<file path="src/aor_pkg.sv">
// Purpose: Constants for the motion sensor output register bank.
// Assumes: Byte-wide registers at byte addresses 0x00 to 0x0A.
// Notes:   Used by the bank and the sequencer through scoped names.
package aor_pkg;
    localparam logic [7:0] ADDR_EVENT_FLAGS  = 8'h00;
    localparam logic [7:0] ADDR_TEMPERATURE  = 8'h01;
    localparam logic [7:0] ADDR_MAG_LOW      = 8'h02;
    localparam logic [7:0] ADDR_MAG_HIGH     = 8'h03;
    localparam logic [7:0] ADDR_X_LOW        = 8'h04;
    localparam logic [7:0] ADDR_X_HIGH       = 8'h05;
    localparam logic [7:0] ADDR_Y_LOW        = 8'h06;
    localparam logic [7:0] ADDR_Y_HIGH       = 8'h07;
    localparam logic [7:0] ADDR_Z_LOW        = 8'h08;
    localparam logic [7:0] ADDR_Z_HIGH       = 8'h09;
    localparam logic [7:0] ADDR_FACTORY_ONE  = 8'h0A;
    localparam logic [7:0] FACTORY_ONE_RESET = 8'h00;
    localparam logic [7:0] UNMAPPED_READ     = 8'h00;
    localparam logic [7:0] READ_DATA_RESET   = 8'h00;
    localparam int         SAMPLE_BITS       = 12;
    localparam logic [7:0] AUTOINC_STEP      = 8'h01;
    localparam logic [7:0] FAST_READ_STEP    = 8'h02;
    localparam int         SEQ_SEARCH_STEPS  = 11;
endpackage

</file>
<file path="src/aor_output_bank.sv">
// Purpose: Read-only output register bank with auto-increment sequencing.
// Assumes: The serial port front end presents a start address and read strobes.
// Notes:   Read data and the running address come straight from flip-flops.
`timescale 1ns/1ps
`default_nettype none

// Summary of operation
// The temperature byte reads at 0x01 and is skipped by auto-increment when its inclusion setting is clear.
// The 12-bit magnitude reads as two bytes at 0x02 and 0x03.
// Both magnitude bytes are skipped by auto-increment while magnitude calculation is disabled.
// Byte order 0 gives bits 7..0 low and 11..8 high; byte order 1 gives bits 11..4 low and 3..0 high.
// X, Y and Z samples read at 0x04/0x05, 0x06/0x07 and 0x08/0x09 in the selected byte order.
// A disabled X axis removes both X bytes from the auto-increment sequence.
// A disabled Y axis removes both Y bytes from the auto-increment sequence.
// A disabled Z axis removes both Z bytes from the auto-increment sequence.
// In normal read mode the address after 0x09 wraps to 0x00 rather than 0x0A.
// Address 0x00 reports the event flags as a read-only register.
// Address 0x0A is factory reserved and reads 0x00.
// In fast read mode auto-increment skips the magnitude high byte, steps by two from 0x04 and wraps to 0x00 after Z.
module aor_output_bank (
    input  wire logic        ref_clk,
    input  wire logic        reset,
    input  wire logic        addr_load,
    input  wire logic [7:0]  addr_in,
    input  wire logic        read_strobe,
    input  wire logic [7:0]  event_flags_in,
    input  wire logic [7:0]  temperature_in,
    input  wire logic [11:0] accel_norm_value,
    input  wire logic [11:0] x_sample,
    input  wire logic [11:0] y_sample,
    input  wire logic [11:0] z_sample,
    input  wire logic        byte_order_select,
    input  wire logic        fast_read,
    input  wire logic        temperature_autoinc_include,
    input  wire logic        magnitude_calc_enable,
    input  wire logic        x_axis_disable,
    input  wire logic        y_axis_disable,
    input  wire logic        z_axis_disable,
    output logic      [7:0]  read_data,
    output logic             read_valid,
    output logic      [7:0]  current_addr
);
    localparam int SB = aor_pkg::SAMPLE_BITS;

    // ==========================================================
    // Byte splitting
    // ==========================================================
    logic [7:0] mag_low;
    logic [7:0] mag_high;
    logic [7:0] x_low;
    logic [7:0] x_high;
    logic [7:0] y_low;
    logic [7:0] y_high;
    logic [7:0] z_low;
    logic [7:0] z_high;
    logic [7:0] next_addr;
    logic [7:0] sel_data;

    aor_byte_split u_mag (
        .value             (accel_norm_value[SB-1:0]),
        .byte_order_select (byte_order_select),
        .low_byte          (mag_low),
        .high_byte         (mag_high)
    );
    aor_byte_split u_x (
        .value             (x_sample),
        .byte_order_select (byte_order_select),
        .low_byte          (x_low),
        .high_byte         (x_high)
    );
    aor_byte_split u_y (
        .value             (y_sample),
        .byte_order_select (byte_order_select),
        .low_byte          (y_low),
        .high_byte         (y_high)
    );
    aor_byte_split u_z (
        .value             (z_sample),
        .byte_order_select (byte_order_select),
        .low_byte          (z_low),
        .high_byte         (z_high)
    );

    // ==========================================================
    // Address sequencing
    // ==========================================================
    aor_next_addr u_seq (
        .addr                        (current_addr),
        .fast_read                   (fast_read),
        .temperature_autoinc_include (temperature_autoinc_include),
        .magnitude_calc_enable       (magnitude_calc_enable),
        .x_axis_disable              (x_axis_disable),
        .y_axis_disable              (y_axis_disable),
        .z_axis_disable              (z_axis_disable),
        .next_addr                   (next_addr)
    );

    // A load takes priority over a read in the same cycle.
    always_ff @(posedge ref_clk or posedge reset) begin
        if (reset) begin
            current_addr <= aor_pkg::ADDR_EVENT_FLAGS;
        end else if (addr_load) begin
            current_addr <= addr_in;
        end else if (read_strobe) begin
            current_addr <= next_addr;
        end
    end

    // ==========================================================
    // Read decode
    // ==========================================================
    always_comb begin
        if (current_addr == aor_pkg::ADDR_EVENT_FLAGS) begin
            sel_data = event_flags_in;
        end else if (current_addr == aor_pkg::ADDR_TEMPERATURE) begin
            sel_data = temperature_in;
        end else if (current_addr == aor_pkg::ADDR_MAG_LOW) begin
            sel_data = mag_low;
        end else if (current_addr == aor_pkg::ADDR_MAG_HIGH) begin
            sel_data = mag_high;
        end else if (current_addr == aor_pkg::ADDR_X_LOW) begin
            sel_data = x_low;
        end else if (current_addr == aor_pkg::ADDR_X_HIGH) begin
            sel_data = x_high;
        end else if (current_addr == aor_pkg::ADDR_Y_LOW) begin
            sel_data = y_low;
        end else if (current_addr == aor_pkg::ADDR_Y_HIGH) begin
            sel_data = y_high;
        end else if (current_addr == aor_pkg::ADDR_Z_LOW) begin
            sel_data = z_low;
        end else if (current_addr == aor_pkg::ADDR_Z_HIGH) begin
            sel_data = z_high;
        end else if (current_addr == aor_pkg::ADDR_FACTORY_ONE) begin
            sel_data = aor_pkg::FACTORY_ONE_RESET;
        end else begin
            sel_data = aor_pkg::UNMAPPED_READ;
        end
    end

    // Data of the addressed register is captured on the read strobe.
    always_ff @(posedge ref_clk or posedge reset) begin
        if (reset) begin
            read_data  <= aor_pkg::READ_DATA_RESET;
            read_valid <= 1'b0;
        end else begin
            read_valid <= read_strobe && !addr_load;
            if (read_strobe && !addr_load) begin
                read_data <= sel_data;
            end
        end
    end
endmodule
`default_nettype wire

</file>
<file path="src/aor_byte_split.sv">
// Purpose: Splits one 12-bit value into its low and high register bytes.
// Assumes: Byte order select is stable while the value is read.
// Notes:   Unused high bits of the high byte read as zero.
`timescale 1ns/1ps
`default_nettype none
module aor_byte_split (
    input  wire logic [11:0] value,
    input  wire logic        byte_order_select,
    output logic      [7:0]  low_byte,
    output logic      [7:0]  high_byte
);
    always_comb begin
        if (byte_order_select) begin
            low_byte  = value[11:4];
            high_byte = {4'h0, value[3:0]};
        end else begin
            low_byte  = value[7:0];
            high_byte = {4'h0, value[11:8]};
        end
    end
endmodule
`default_nettype wire

</file>
<file path="src/aor_next_addr.sv">
// Purpose: Computes the auto-increment successor of a register address.
// Assumes: Only addresses 0x00 to 0x09 take part in the output sequence.
// Notes:   Skipped registers follow the inclusion and disable settings.
`timescale 1ns/1ps
`default_nettype none
module aor_next_addr (
    input  wire logic [7:0] addr,
    input  wire logic       fast_read,
    input  wire logic       temperature_autoinc_include,
    input  wire logic       magnitude_calc_enable,
    input  wire logic       x_axis_disable,
    input  wire logic       y_axis_disable,
    input  wire logic       z_axis_disable,
    output logic      [7:0] next_addr
);
    logic [7:0] cand;
    logic       skip;
    // Walks forward up to eleven steps, stopping at the first kept address.
    always_comb begin
        next_addr = aor_pkg::ADDR_EVENT_FLAGS;
        cand      = addr;
        skip      = 1'b0;
        for (int i = 0; i < aor_pkg::SEQ_SEARCH_STEPS; i++) begin
            if (cand >= aor_pkg::ADDR_Z_HIGH) begin
                cand = aor_pkg::ADDR_EVENT_FLAGS;
            end else if (fast_read && cand >= aor_pkg::ADDR_X_LOW) begin
                cand = cand + aor_pkg::FAST_READ_STEP;
                if (cand > aor_pkg::ADDR_Z_LOW) begin
                    cand = aor_pkg::ADDR_EVENT_FLAGS;
                end
            end else begin
                cand = cand + aor_pkg::AUTOINC_STEP;
            end
            skip = 1'b0;
            if (cand == aor_pkg::ADDR_TEMPERATURE) begin
                skip = !temperature_autoinc_include;
            end else if (cand == aor_pkg::ADDR_MAG_LOW || cand == aor_pkg::ADDR_MAG_HIGH) begin
                skip = !magnitude_calc_enable;
            end else if (cand == aor_pkg::ADDR_X_LOW || cand == aor_pkg::ADDR_X_HIGH) begin
                skip = x_axis_disable;
            end else if (cand == aor_pkg::ADDR_Y_LOW || cand == aor_pkg::ADDR_Y_HIGH) begin
                skip = y_axis_disable;
            end else if (cand == aor_pkg::ADDR_Z_LOW || cand == aor_pkg::ADDR_Z_HIGH) begin
                skip = z_axis_disable;
            end
            if (fast_read && cand == aor_pkg::ADDR_MAG_HIGH) begin
                skip = 1'b1;
            end
            if (!skip) begin
                next_addr = cand;
                break;
            end
        end
    end
endmodule
`default_nettype wire

</file>
<file path="config.mk">
export PLATFORM = sky130hd
export DESIGN_NAME = aor_output_bank
export DESIGN_NICKNAME = d
export VERILOG_FILES = /design/src/aor_pkg.sv /design/src/aor_output_bank.sv /design/src/aor_byte_split.sv /design/src/aor_next_addr.sv
export SDC_FILE = /design/constraint.sdc
export NUM_CORES = 1
export LEC_CHECK = 0
export ABC_AREA = 1
export BUFFER_PORTS_ARGS = -buffer_cell sky130_fd_sc_hd__buf_2
export CAP_MARGIN = 20
export CORE_MARGIN = 5
export CORE_UTILIZATION = 58
export CTS_BUF_LIST = sky130_fd_sc_hd__clkbuf_2
export CTS_CLUSTER_SIZE = 16
export DETAILED_ROUTE_END_ITERATION = 8
export GPL_ROUTABILITY_DRIVEN = 1
export PLACE_DENSITY = 0.83
export SYNTH_ARGS = -nofsm -noshare
export SYNTH_HDL_FRONTEND = slang
export SYNTH_HIERARCHICAL = 1
export SYNTH_SLANG_ARGS = --single-unit
</file>
<file path="constraint.sdc">
create_clock -name ref_clk -period 21.9 [get_ports ref_clk]
set_clock_uncertainty 0.1 [all_clocks]
set_input_delay 1.095 -clock ref_clk [delete_from_list [all_inputs] [get_ports ref_clk]]
set_output_delay 1.095 -clock ref_clk [all_outputs]
set_load 0.02 [all_outputs]
</file>
After elaboration in Yosys (flattened, before gate mapping)
Index checks and enable logic that the tools add are counted.
{ "totals": {"regBits": 17, "inputBits": 83, "output_inout_bits": 17, "wordCells": 553} }
{ "classes": {"add_sub_neg": 22, "n_lt_le_gt_ge": 33, "eq_ne": 108, "muxes": 315, "reduce_logical": 72} }
{ "ops": {"columns": ["cell", "n"], "rows": [
  ["8-bit two-way mux", 136],
  ["8-bit by 3-bit == test with 1-bit output, second input constant", 48],
  ["8-bit by 2-bit == test with 1-bit output, second input constant", 24],
  ["8-bit by 4-bit == test with 1-bit output, second input constant", 24],
  ["1-bit two-way mux", 175],
  ["8-bit by 1-bit == test with 1-bit output, second input constant", 12],
  ["8-bit by 1-bit adder with 8-bit output, second input constant", 11],
  ["8-bit by 2-bit adder with 8-bit output, second input constant", 11],
  ["8-bit by 3-bit greater-or-equal comparator with 1-bit output, second input constant", 11],
  ["8-bit by 4-bit greater-or-equal comparator with 1-bit output, second input constant", 11],
  ["8-bit by 4-bit > comparator with 1-bit output, second input constant", 11],
  ["1-bit logical OR", 44],
  ["1-bit logical AND", 23],
  ["4-bit two-way mux", 4],
  ["8-bit zero test", 1],
  ["1-bit zero test", 3],
  ["2-bit nonzero test", 1]
]} }

Depth between registers and ports, before layout
Gate-level depths: netlist of the first run.
{ "depth": {"ltp_word": 270, "mapped_depth": 126, "mapped_depth_nobuf": 126} }

Cells and area by module
The synthesis of the first run kept the hierarchy.
{ "modules_own_cells": {"columns": ["module", "instances", "cells_per_inst", "area_per_inst_um2", "seq_area_each_um2"], "rows": [
  ["aor_next_addr", 1, 1014, 6062.1, 0.0],
  ["aor_output_bank", 1, 255, 1554.0, 425.4],
  ["aor_byte_split", 4, 44, 191.4, 0.0]
]} }

Least setup slack after synthesis of the first run
Ideal clock, no wire load.
{ "synth_timing": {"kind": "input to register", "from": "in fast_read", "to": "reg current_addr[2]", "setup_ps": 87, "arrival_time_ps": 12868, "required_ps": 21713, "slack_ps": 8845, "cell_stages": 109, "n_path_buf": 1, "cell_sequence": "buf_6 nand3_1 nor2_1 nand2_1 nand2_1 inv_1 ha_1 inv_1 nand2_1 nand2_1 nand2_2 nor2_2 nand2_1 nand2_1 inv_1 ha_1 nand3_1 nand2_1 [73 not listed] nand2_1 nand2_1 nand2_1 nand2_1 nand2_1 nand2_1 nand2_1 nand2_1 nand2_1 nand2_1 nand2_1 nand2_1 nand2_1 nand2_1 nand2_1 nand2_1 nand2_1 o211ai_1"} }
{ "synth_via": {"elab_chain_cells": 139, "elab_cells_between_ends": 511, "cone_classes": "add/sub: 20; order compare: 30; eq/ne: 99; mux: 296; reduce/logical: 66"} }
{ "synth_lines": {"columns": ["element", "line_no", "rtl"], "rows": [
  ["start, declared", "aor_output_bank.sv:33", "input wire logic fast_read,"],
  ["1-bit logical AND", "aor_next_addr.sv:26", "end else if (fast_read && cand >= aor_pkg::ADDR_X_LOW) begin"],
  ["8-bit two-way mux", "aor_next_addr.sv:26", null],
  ["8-bit two-way mux", "aor_next_addr.sv:24", "if (cand >= aor_pkg::ADDR_Z_HIGH) begin"],
  ["8-bit by 2-bit adder with 8-bit output", "aor_next_addr.sv:27", "cand = cand + aor_pkg::FAST_READ_STEP;"],
  ["8-bit by 4-bit > comparator with 1-bit output", "aor_next_addr.sv:28", "if (cand > aor_pkg::ADDR_Z_LOW) begin"],
  ["8-bit two-way mux", "aor_next_addr.sv:28", null],
  ["8-bit two-way mux", "aor_next_addr.sv:26", null],
  ["8-bit two-way mux", "aor_next_addr.sv:24", null],
  ["[107 not listed]", null, null],
  ["1-bit two-way mux", "aor_next_addr.sv:46", "if (fast_read && cand == aor_pkg::ADDR_MAG_HIGH) begin"],
  ["1-bit two-way mux (10 in series)", "aor_next_addr.sv:23", "for (int i = 0; i < aor_pkg::SEQ_SEARCH_STEPS; i++) begin"],
  ["8-bit two-way mux", "aor_next_addr.sv:49", "if (!skip) begin"],
  ["8-bit two-way mux (9 in series)", "aor_next_addr.sv:23", null],
  ["8-bit two-way mux (*)", "aor_next_addr.sv:23", null],
  ["named net next_addr[2]", "aor_output_bank.sv:56", "logic [7:0] next_addr;"],
  ["8-bit two-way mux (*)", "aor_output_bank.sv:104", "end else if (read_strobe) begin"],
  ["8-bit two-way mux (*)", "aor_output_bank.sv:102", "end else if (addr_load) begin"],
  ["end signal, assigned", "aor_output_bank.sv:101", "current_addr <= aor_pkg::ADDR_EVENT_FLAGS;"],
  ["end signal, assigned", "aor_output_bank.sv:103", "current_addr <= addr_in;"],
  ["end signal, assigned", "aor_output_bank.sv:105", "current_addr <= next_addr;"],
  ["end, declared", "aor_output_bank.sv:41", "output logic [7:0] current_addr"]
]} }
Mark *: on every way through the listed nets, which the timed path passes. The rest lies on a longest branch. The select of a mux whose other input is x is not followed.
A chain may end at the register's enable or synchronous reset.

Worst setup path after layout of the first run
Ends and elaborated chain as after synthesis.

==> impl_summary.log, run 1 <==
[metrics] Avg Cell Area, Syn: 5.80 µm²
[metrics] initial core utilization: 58.3%
[metrics] Horiz. Die Dim: 130 µm
[metrics] total CTS buffers: 3
[metrics] Tot GR Track Use: 24.5%
[metrics] Final Setup Violations: 0
[metrics] Finished Cell Area: 8870 µm²
[metrics] buffering stage count on the worst path with inverters included: 16
[metrics] drt wl/cell: 12.7 µm
[metrics] final routed DRC violation total: 0
[metrics] GP Congestion: 0.942
[metrics] clock buffer depth: 2
[metrics] cts hold-fix bufs: 0
[metrics] Final Cycle Share: 69.1%
[metrics] Most used DFF post-synth: sky130_fd_sc_hd__dfrtp_1
[metrics] via count of the first global-routing pass: 8002
[metrics] fill count: 1384
[metrics] main combinational cell family by area after synthesis: simple AND/OR/NAND/NOR gates
[metrics] CTS root buf: sky130_fd_sc_hd__clkbuf_2
[metrics] arrival time of the worst setup path: 15270 ps
[metrics] top library cells by usage in the layout, fill and taps aside: sky130_fd_sc_hd__nand2_1, sky130_fd_sc_hd__inv_1, sky130_fd_sc_hd__nand3_1
[metrics] total I/O pin count: 100
[metrics] number of I/O port buffers: 99
[metrics] critical path's largest stage delay: 420 ps
[metrics] CTS H-tree depth: 1
[metrics] EDFF count, synth: 0
[metrics] die height: 130 µm
[metrics] Worst Hold Slack: 398 ps
[metrics] compound-gate portion of the synthesized area: 11.8%
[metrics] async set-reset flop share out of synthesis: 100%
[metrics] count of different cell masters after synthesis: 54
[metrics] number of sinks handled by clock tree synthesis: 17
[metrics] crit-path leading delay family: simple AND/OR/NAND/NOR gates
[metrics] wire length of the first global-routing pass: 35.6 mm
[metrics] Slowest-stage cell, CP: sky130_fd_sc_hd__buf_2
[metrics] average vias per placed instance: 5.25
[metrics] post-CTS setup-driven buffer insertion count: 0
[metrics] Worst Setup Start Kind: primary input
[metrics] CTS tree: yes
[metrics] multiplexer share of the synthesized area: 0%
[metrics] Final Hold Vio Count: 0
[metrics] maximum clock frequency: 66.0 MHz
[metrics] unrepaired setup endpoints after global routing: no
[metrics] max-slew violations: 0
[metrics] adder-cell share of the synthesized area: 11.3%
[metrics] outcome: finished, final reports clean
[metrics] Antenna Nets Post-Route: 0
[metrics] register area share after synthesis: 5.08%
[metrics] required time of the critical path: 22030 ps
[metrics] post_cts resized: 0
[metrics] remaining global-route overflow: 0
[metrics] cell count after synthesis: 1445
[metrics] worst hold path type: reg -> reg
[metrics] final worst path period need: 15140 ps
[metrics] Post-Synthesis Cell Area: 8380 µm²
[metrics] Layout Nets: 1685
[metrics] fraction of layout cells with a size suffix above 1: 23.9%
[metrics] clock insertion delay at the later pin of the skew report: 290 ps
[metrics] area added between synthesis and finish: 5.82%
[metrics] die area: 17000 µm²
[metrics] core footprint: 14400 µm²
[metrics] final WL: 21.7 mm
[metrics] leading cell type in the layout, fill and taps excluded: sky130_fd_sc_hd__nand2_1
[metrics] total negative slack for setup checks: 0 ps
[metrics] antenna violations before repair: 0
[metrics] YS warnings: 6
[metrics] Detailed Routing Iterations Pass 1: 6
[metrics] # diodes: 0
[metrics] startpoint-to-endpoint class of the critical path: in -> reg
[metrics] xor/xnor share of the synthesized area: 0.627%
[metrics] Max-Slew Margin vs Limit: 43.2%
[metrics] maximum net fanout on the critical path: 18
[metrics] CTS clk-pin slew, worst paths: 170 ps
[metrics] flop and latch count out of synthesis: 17
[metrics] total number of vias: 8965
[metrics] cell repeated most along the worst path: sky130_fd_sc_hd__nand2_1
[metrics] area used by multi-input combinational logic: 7010 µm²
[metrics] cell area after placement: 8850 µm²
[metrics] worst slew pin tran: 852 ps
[metrics] floorplan row count: 44
[metrics] pin count of the biggest net entering global routing: 53
[metrics] max-cap viol count: 0
[metrics] FF+latch area: 425 µm²
[metrics] Iteration-0 DRC Markers: 591
[metrics] critical path capture point type: flop
[metrics] basic-gate share of the synthesized area counting and, or, nand and nor cells: 59.0%
[metrics] Final HPWL DP: 17.6 mm
-- synthesized netlist by cell type, types with 5 or more instances --
| cell | count | share of area (%) |
|---|---|---|
| sky130_fd_sc_hd__nand2_1 | 572 | 26 |
| sky130_fd_sc_hd__ha_1 | 76 | 11 |
| sky130_fd_sc_hd__nor3_4 | 5 | 0.97 |
| sky130_fd_sc_hd__buf_6 | 7 | 0.94 |
| sky130_fd_sc_hd__nor3_1 | 6 | 0.36 |
| sky130_fd_sc_hd__nor2_1 | 75 | 3.4 |
| sky130_fd_sc_hd__nand2_4 | 33 | 4.4 |
| sky130_fd_sc_hd__conb_1 | 5 | 0.22 |
| sky130_fd_sc_hd__a21oi_1 | 34 | 2.0 |
| sky130_fd_sc_hd__o221ai_1 | 5 | 0.52 |
| sky130_fd_sc_hd__a21oi_2 | 9 | 0.94 |
| sky130_fd_sc_hd__nor2_4 | 14 | 1.9 |
| sky130_fd_sc_hd__buf_4 | 28 | 2.5 |
| sky130_fd_sc_hd__or2_2 | 5 | 0.37 |
| sky130_fd_sc_hd__nand3_4 | 7 | 1.5 |
| sky130_fd_sc_hd__nand4_1 | 25 | 1.9 |
| sky130_fd_sc_hd__inv_2 | 32 | 1.4 |
| sky130_fd_sc_hd__o21ai_4 | 8 | 1.6 |
| sky130_fd_sc_hd__dfrtp_1 | 17 | 5.1 |
| sky130_fd_sc_hd__xor2_1 | 5 | 0.52 |
| sky130_fd_sc_hd__nand2_2 | 74 | 5.5 |
| sky130_fd_sc_hd__o21ai_1 | 7 | 0.42 |
| sky130_fd_sc_hd__nand3_2 | 26 | 3.1 |
| sky130_fd_sc_hd__nand3_1 | 117 | 7.0 |
| sky130_fd_sc_hd__nor2_2 | 20 | 1.5 |
| sky130_fd_sc_hd__o21ai_2 | 10 | 1.0 |
| sky130_fd_sc_hd__inv_1 | 138 | 6.2 |
| sky130_fd_sc_hd__o22ai_1 | 5 | 0.37 |
| sky130_fd_sc_hd__o21ai_0 | 27 | 1.6 |
| sky130_fd_sc_hd__o211ai_1 | 11 | 0.99 |
-- registers in the layout, summed over array words and instances, names as in the netlist --
| signal | cells |
|---|---|
| read_data | 8 |
| current_addr | 8 |
| read_valid | 1 |
-- logic make-up after synthesis --
group | after synthesis
DFF | 17
and+or+nand+nor | 989
adders and majority gates | 76
buffers and inverters | 217
AOI/OAI and AO/OA | 135
xor gates and xnor gates | 6
other | 5
-- layer usage --
metal	global-route usage, %	up-vias	routed length [µm]	part of all wire, %
li1	-	4708	-	-
met5	0	-	0	0
met4	4.16	0	236	1.1
met3	0.696	27	1100	5.1
met1	33.4	3957	10100	46
met2	43.7	273	10300	47
-- worst min-delay path: cells and delay by family (launching register included) --
kind / cells / cell delay, ps
flip-flops: 1 / 370
AND/OR/NAND/NOR: 2 / 110
-- area by class of cell --
type                            count  area share [%]
Multi-Input combinational cell   1226            79.1
Inverter                          178            7.63
Timing Repair Buffer              100            5.67
Sequential cell                    17            4.80
Tap cell                          184            2.60
Clock buffer                        3           0.169
Clock inverter                      1          0.0564
-- path summary, 6_finish.rpt --
| path | from | slack [ps] | depth (start not counted) | end |
|---|---|---|---|---|
| min | read_data[4] | 400 | 2 | read_data[4] |
| min reg2reg | read_data[4] | 400 | 2 | read_data[4] |
| max | fast_read | 6760 | 109 | current_addr[2] |
| max reg2reg | current_addr[1] | 6770 | 113 | current_addr[2] |
| max in group asynchronous | reset | 20570 | 2 | current_addr[7] |
| min in group asynchronous | reset | 730 | 2 | read_data[6] |
-- through the flow --
stage / utilization (%) / worst slack, ps / cells
finish: 61.7 / 6760 / 1709
global route: 61.7 / 5160 / 1709
CTS: 61.7 / 6810 / 1709
detailed placement: 61.6 / 6530 / 1705
global placement: 61.6 / 7270 / 1705
floorplan: - / 8850 / 1460
Power of run 1 is left out: the tool's default activity adds up to more than one toggle a clock period on the data nets, which glitch-free logic cannot reach.
==> inputs of run 2 (changes only) <==
CORE_UTILIZATION = 56   (was 58)
PLACE_DENSITY = 0.84   (was 0.83)
clock period = 13.75 ns   (was 21.9 ns; I/O delays follow)
==> run 2 against run 1 <==
  * Clock-buffer cell count unchanged
  * Global-route usage fell by 0.85 points
  * Worst setup slack worse by 6000 ps
  * Routed wire length increased by 9.5%
  * Cell count up 3.5%
  * Hold slack got worse by 100 ps
==> impl_summary.log, run 2 (same netlist as run 1, synthesis figures left out) <==
[metrics] Max-Slew Margin vs Limit: 42.2%
[metrics] # diodes: 0
[metrics] Final Hold Vio Count: 0
[metrics] core footprint: 14600 µm²
[metrics] number of cell instances on the worst register-to-register path: 114
[metrics] registers with the most flip-flops: current_addr x8, read_data x8, read_valid x1
[metrics] worst slew pin tran: 867 ps
[metrics] max-cap viol count: 0
[metrics] Detailed Routing Iterations Pass 1: 5
[metrics] cell repeated most along the worst path: sky130_fd_sc_hd__nand2_1
[metrics] area added between synthesis and finish: 15.8%
[metrics] beginning of the worst register-to-register path: current_addr[2]
[metrics] via count of the first global-routing pass: 8261
[metrics] FF+latch area: 430 µm²
[metrics] number of I/O port buffers: 99
[metrics] buffering stage count on the worst path with inverters included: 15
[metrics] Final HPWL DP: 17.7 mm
[metrics] area used by multi-input combinational logic: 7350 µm²
[metrics] Tot GR Track Use: 23.6%
[metrics] antenna violations before repair: 0
[metrics] final WL: 23.7 mm
[metrics] cts hold-fix bufs: 0
[metrics] wire length of the first global-routing pass: 36.9 mm
[metrics] CTS root buf: sky130_fd_sc_hd__clkbuf_2
[metrics] Antenna Nets Post-Route: 0
[metrics] Worst Hold Slack: 296 ps
[metrics] fill count: 1261
[metrics] capturing instance or port of the critical path: current_addr[2]
[metrics] GP Congestion: 0.945
[metrics] required time of the critical path: 13900 ps
[metrics] outcome: finished, final reports clean
[metrics] crit-path leading delay family: simple AND/OR/NAND/NOR gates
[metrics] Slowest-stage cell, CP: sky130_fd_sc_hd__dfrtp_2
[metrics] end of the worst register-to-register path: current_addr[2]
[metrics] maximum net fanout on the critical path: 8
[metrics] Critical Path Start: current_addr[2]
[metrics] final core area utilization: 66.6%
[metrics] fraction of layout cells with a size suffix above 1: 30.6%
[metrics] critical path's largest stage delay: 530 ps
[metrics] startpoint-to-endpoint class of the critical path: reg -> reg
[metrics] die area: 17500 µm²
[metrics] Final Cycle Share: 94.5%
[metrics] average vias per placed instance: 5.39
[metrics] die height: 132 µm
[metrics] initial core utilization: 57.5%
[metrics] top library cells by usage in the layout, fill and taps aside: sky130_fd_sc_hd__nand2_1, sky130_fd_sc_hd__inv_1, sky130_fd_sc_hd__nand3_1
[metrics] remaining global-route overflow: 0
[metrics] floorplan row count: 44
[metrics] final worst path period need: 13000 ps
[metrics] worst hold path type: in -> async
[metrics] Horiz. Die Dim: 132 µm
[metrics] max-slew violations: 0
[metrics] total number of vias: 9538
[metrics] Final Setup Violations: 0
[metrics] CTS tree: yes
[metrics] pin count of the biggest net entering global routing: 53
[metrics] Worst Setup Start Kind: flop
[metrics] clock insertion delay at the later pin of the skew report: 340 ps
[metrics] Iteration-0 DRC Markers: 743
[metrics] arrival time of the worst setup path: 13150 ps
[metrics] CTS clk-pin slew, worst paths: 210 ps
[metrics] clock buffer depth: 2
[metrics] final routed DRC violation total: 0
[metrics] total I/O pin count: 100
[metrics] number of sinks handled by clock tree synthesis: 17
[metrics] drt wl/cell: 13.4 µm
[metrics] setup slack of the worst register-to-register path: 750 ps
[metrics] Layout Nets: 1744
[metrics] total CTS buffers: 3
[metrics] maximum clock frequency: 76.9 MHz
[metrics] leading cell type in the layout, fill and taps excluded: sky130_fd_sc_hd__nand2_1
[metrics] CTS H-tree depth: 1
[metrics] critical path capture point type: flop
[metrics] number of stages on the worst setup path: 114
[run 2: cell types whose count changed in the layout (fill, tap and decap cells not counted), moves of 5 or more]
cell,change
sky130_fd_sc_hd__nand3_1,-6
sky130_fd_sc_hd__ha_1,-20
sky130_fd_sc_hd__nand2_4,+8
sky130_fd_sc_hd__nor2_1,-7
sky130_fd_sc_hd__inv_1,-14
sky130_fd_sc_hd__ha_2,+9
sky130_fd_sc_hd__nand3_2,+5
sky130_fd_sc_hd__nand2_1,-7
sky130_fd_sc_hd__ha_4,+11
sky130_fd_sc_hd__buf_4,+53
sky130_fd_sc_hd__inv_2,+11
sky130_fd_sc_hd__nor2_2,+5
[run 2: cell type report]
class / count / share of cell area [%]
multi-input cells: 1226 / 75.7
repair buffers: 159 / 10.2
inverters: 178 / 7.10
flip-flops and latches: 17 / 4.43
well taps: 184 / 2.37
clock buffers: 3 / 0.155
clock inverters: 1 / 0.0515
[run 2: worst min-delay path by stage]
stage	end	slack [ps]
2_1_floorplan	read_data[0]	490
3_3_place_gp	read_data[1]	360
3_5_place_dp	read_data[1]	370
4_1_cts	read_valid	320
5_1_grt	read_data[1]	350
6_report	read_data[1]	300
[run 2: metal layers]
layer	track usage, %	part of all wire [%]	up-vias
li1	-	-	4824
met1	32.6	44	4297
met2	39.9	48	365
met3	2.37	6.8	52
met4	4.92	1.7	0
met5	0	0	-
[run 2: repair_timing]
| item | 4_1_cts | 5_1_grt |
|---|---|---|
| setup buffers | 6 | 43 |
| endpoints found under the setup margin | 4 | 4 |
| hold endpoints to repair | 0 | 0 |
| gates resized for setup | 8 | 90 |
| pin swaps | 2 | 27 |
[run 2: through the flow]
step / setup slack (ps) / cell area, µm² / TNS, ps / std cells
4_1_cts: 64.4 / 9020 / 0 / 1725
3_3_place_gp: 94.2 / 8920 / 0 / 1715
3_5_place_dp: -548 / 8920 / -1890 / 1715
5_1_grt: -376 / 9710 / -1260 / 1768
2_1_floorplan: 763 / 8440 / 0 / 1460
6_report: 754 / 9710 / 0 / 1768
Power of run 2 is left out for the same reason.
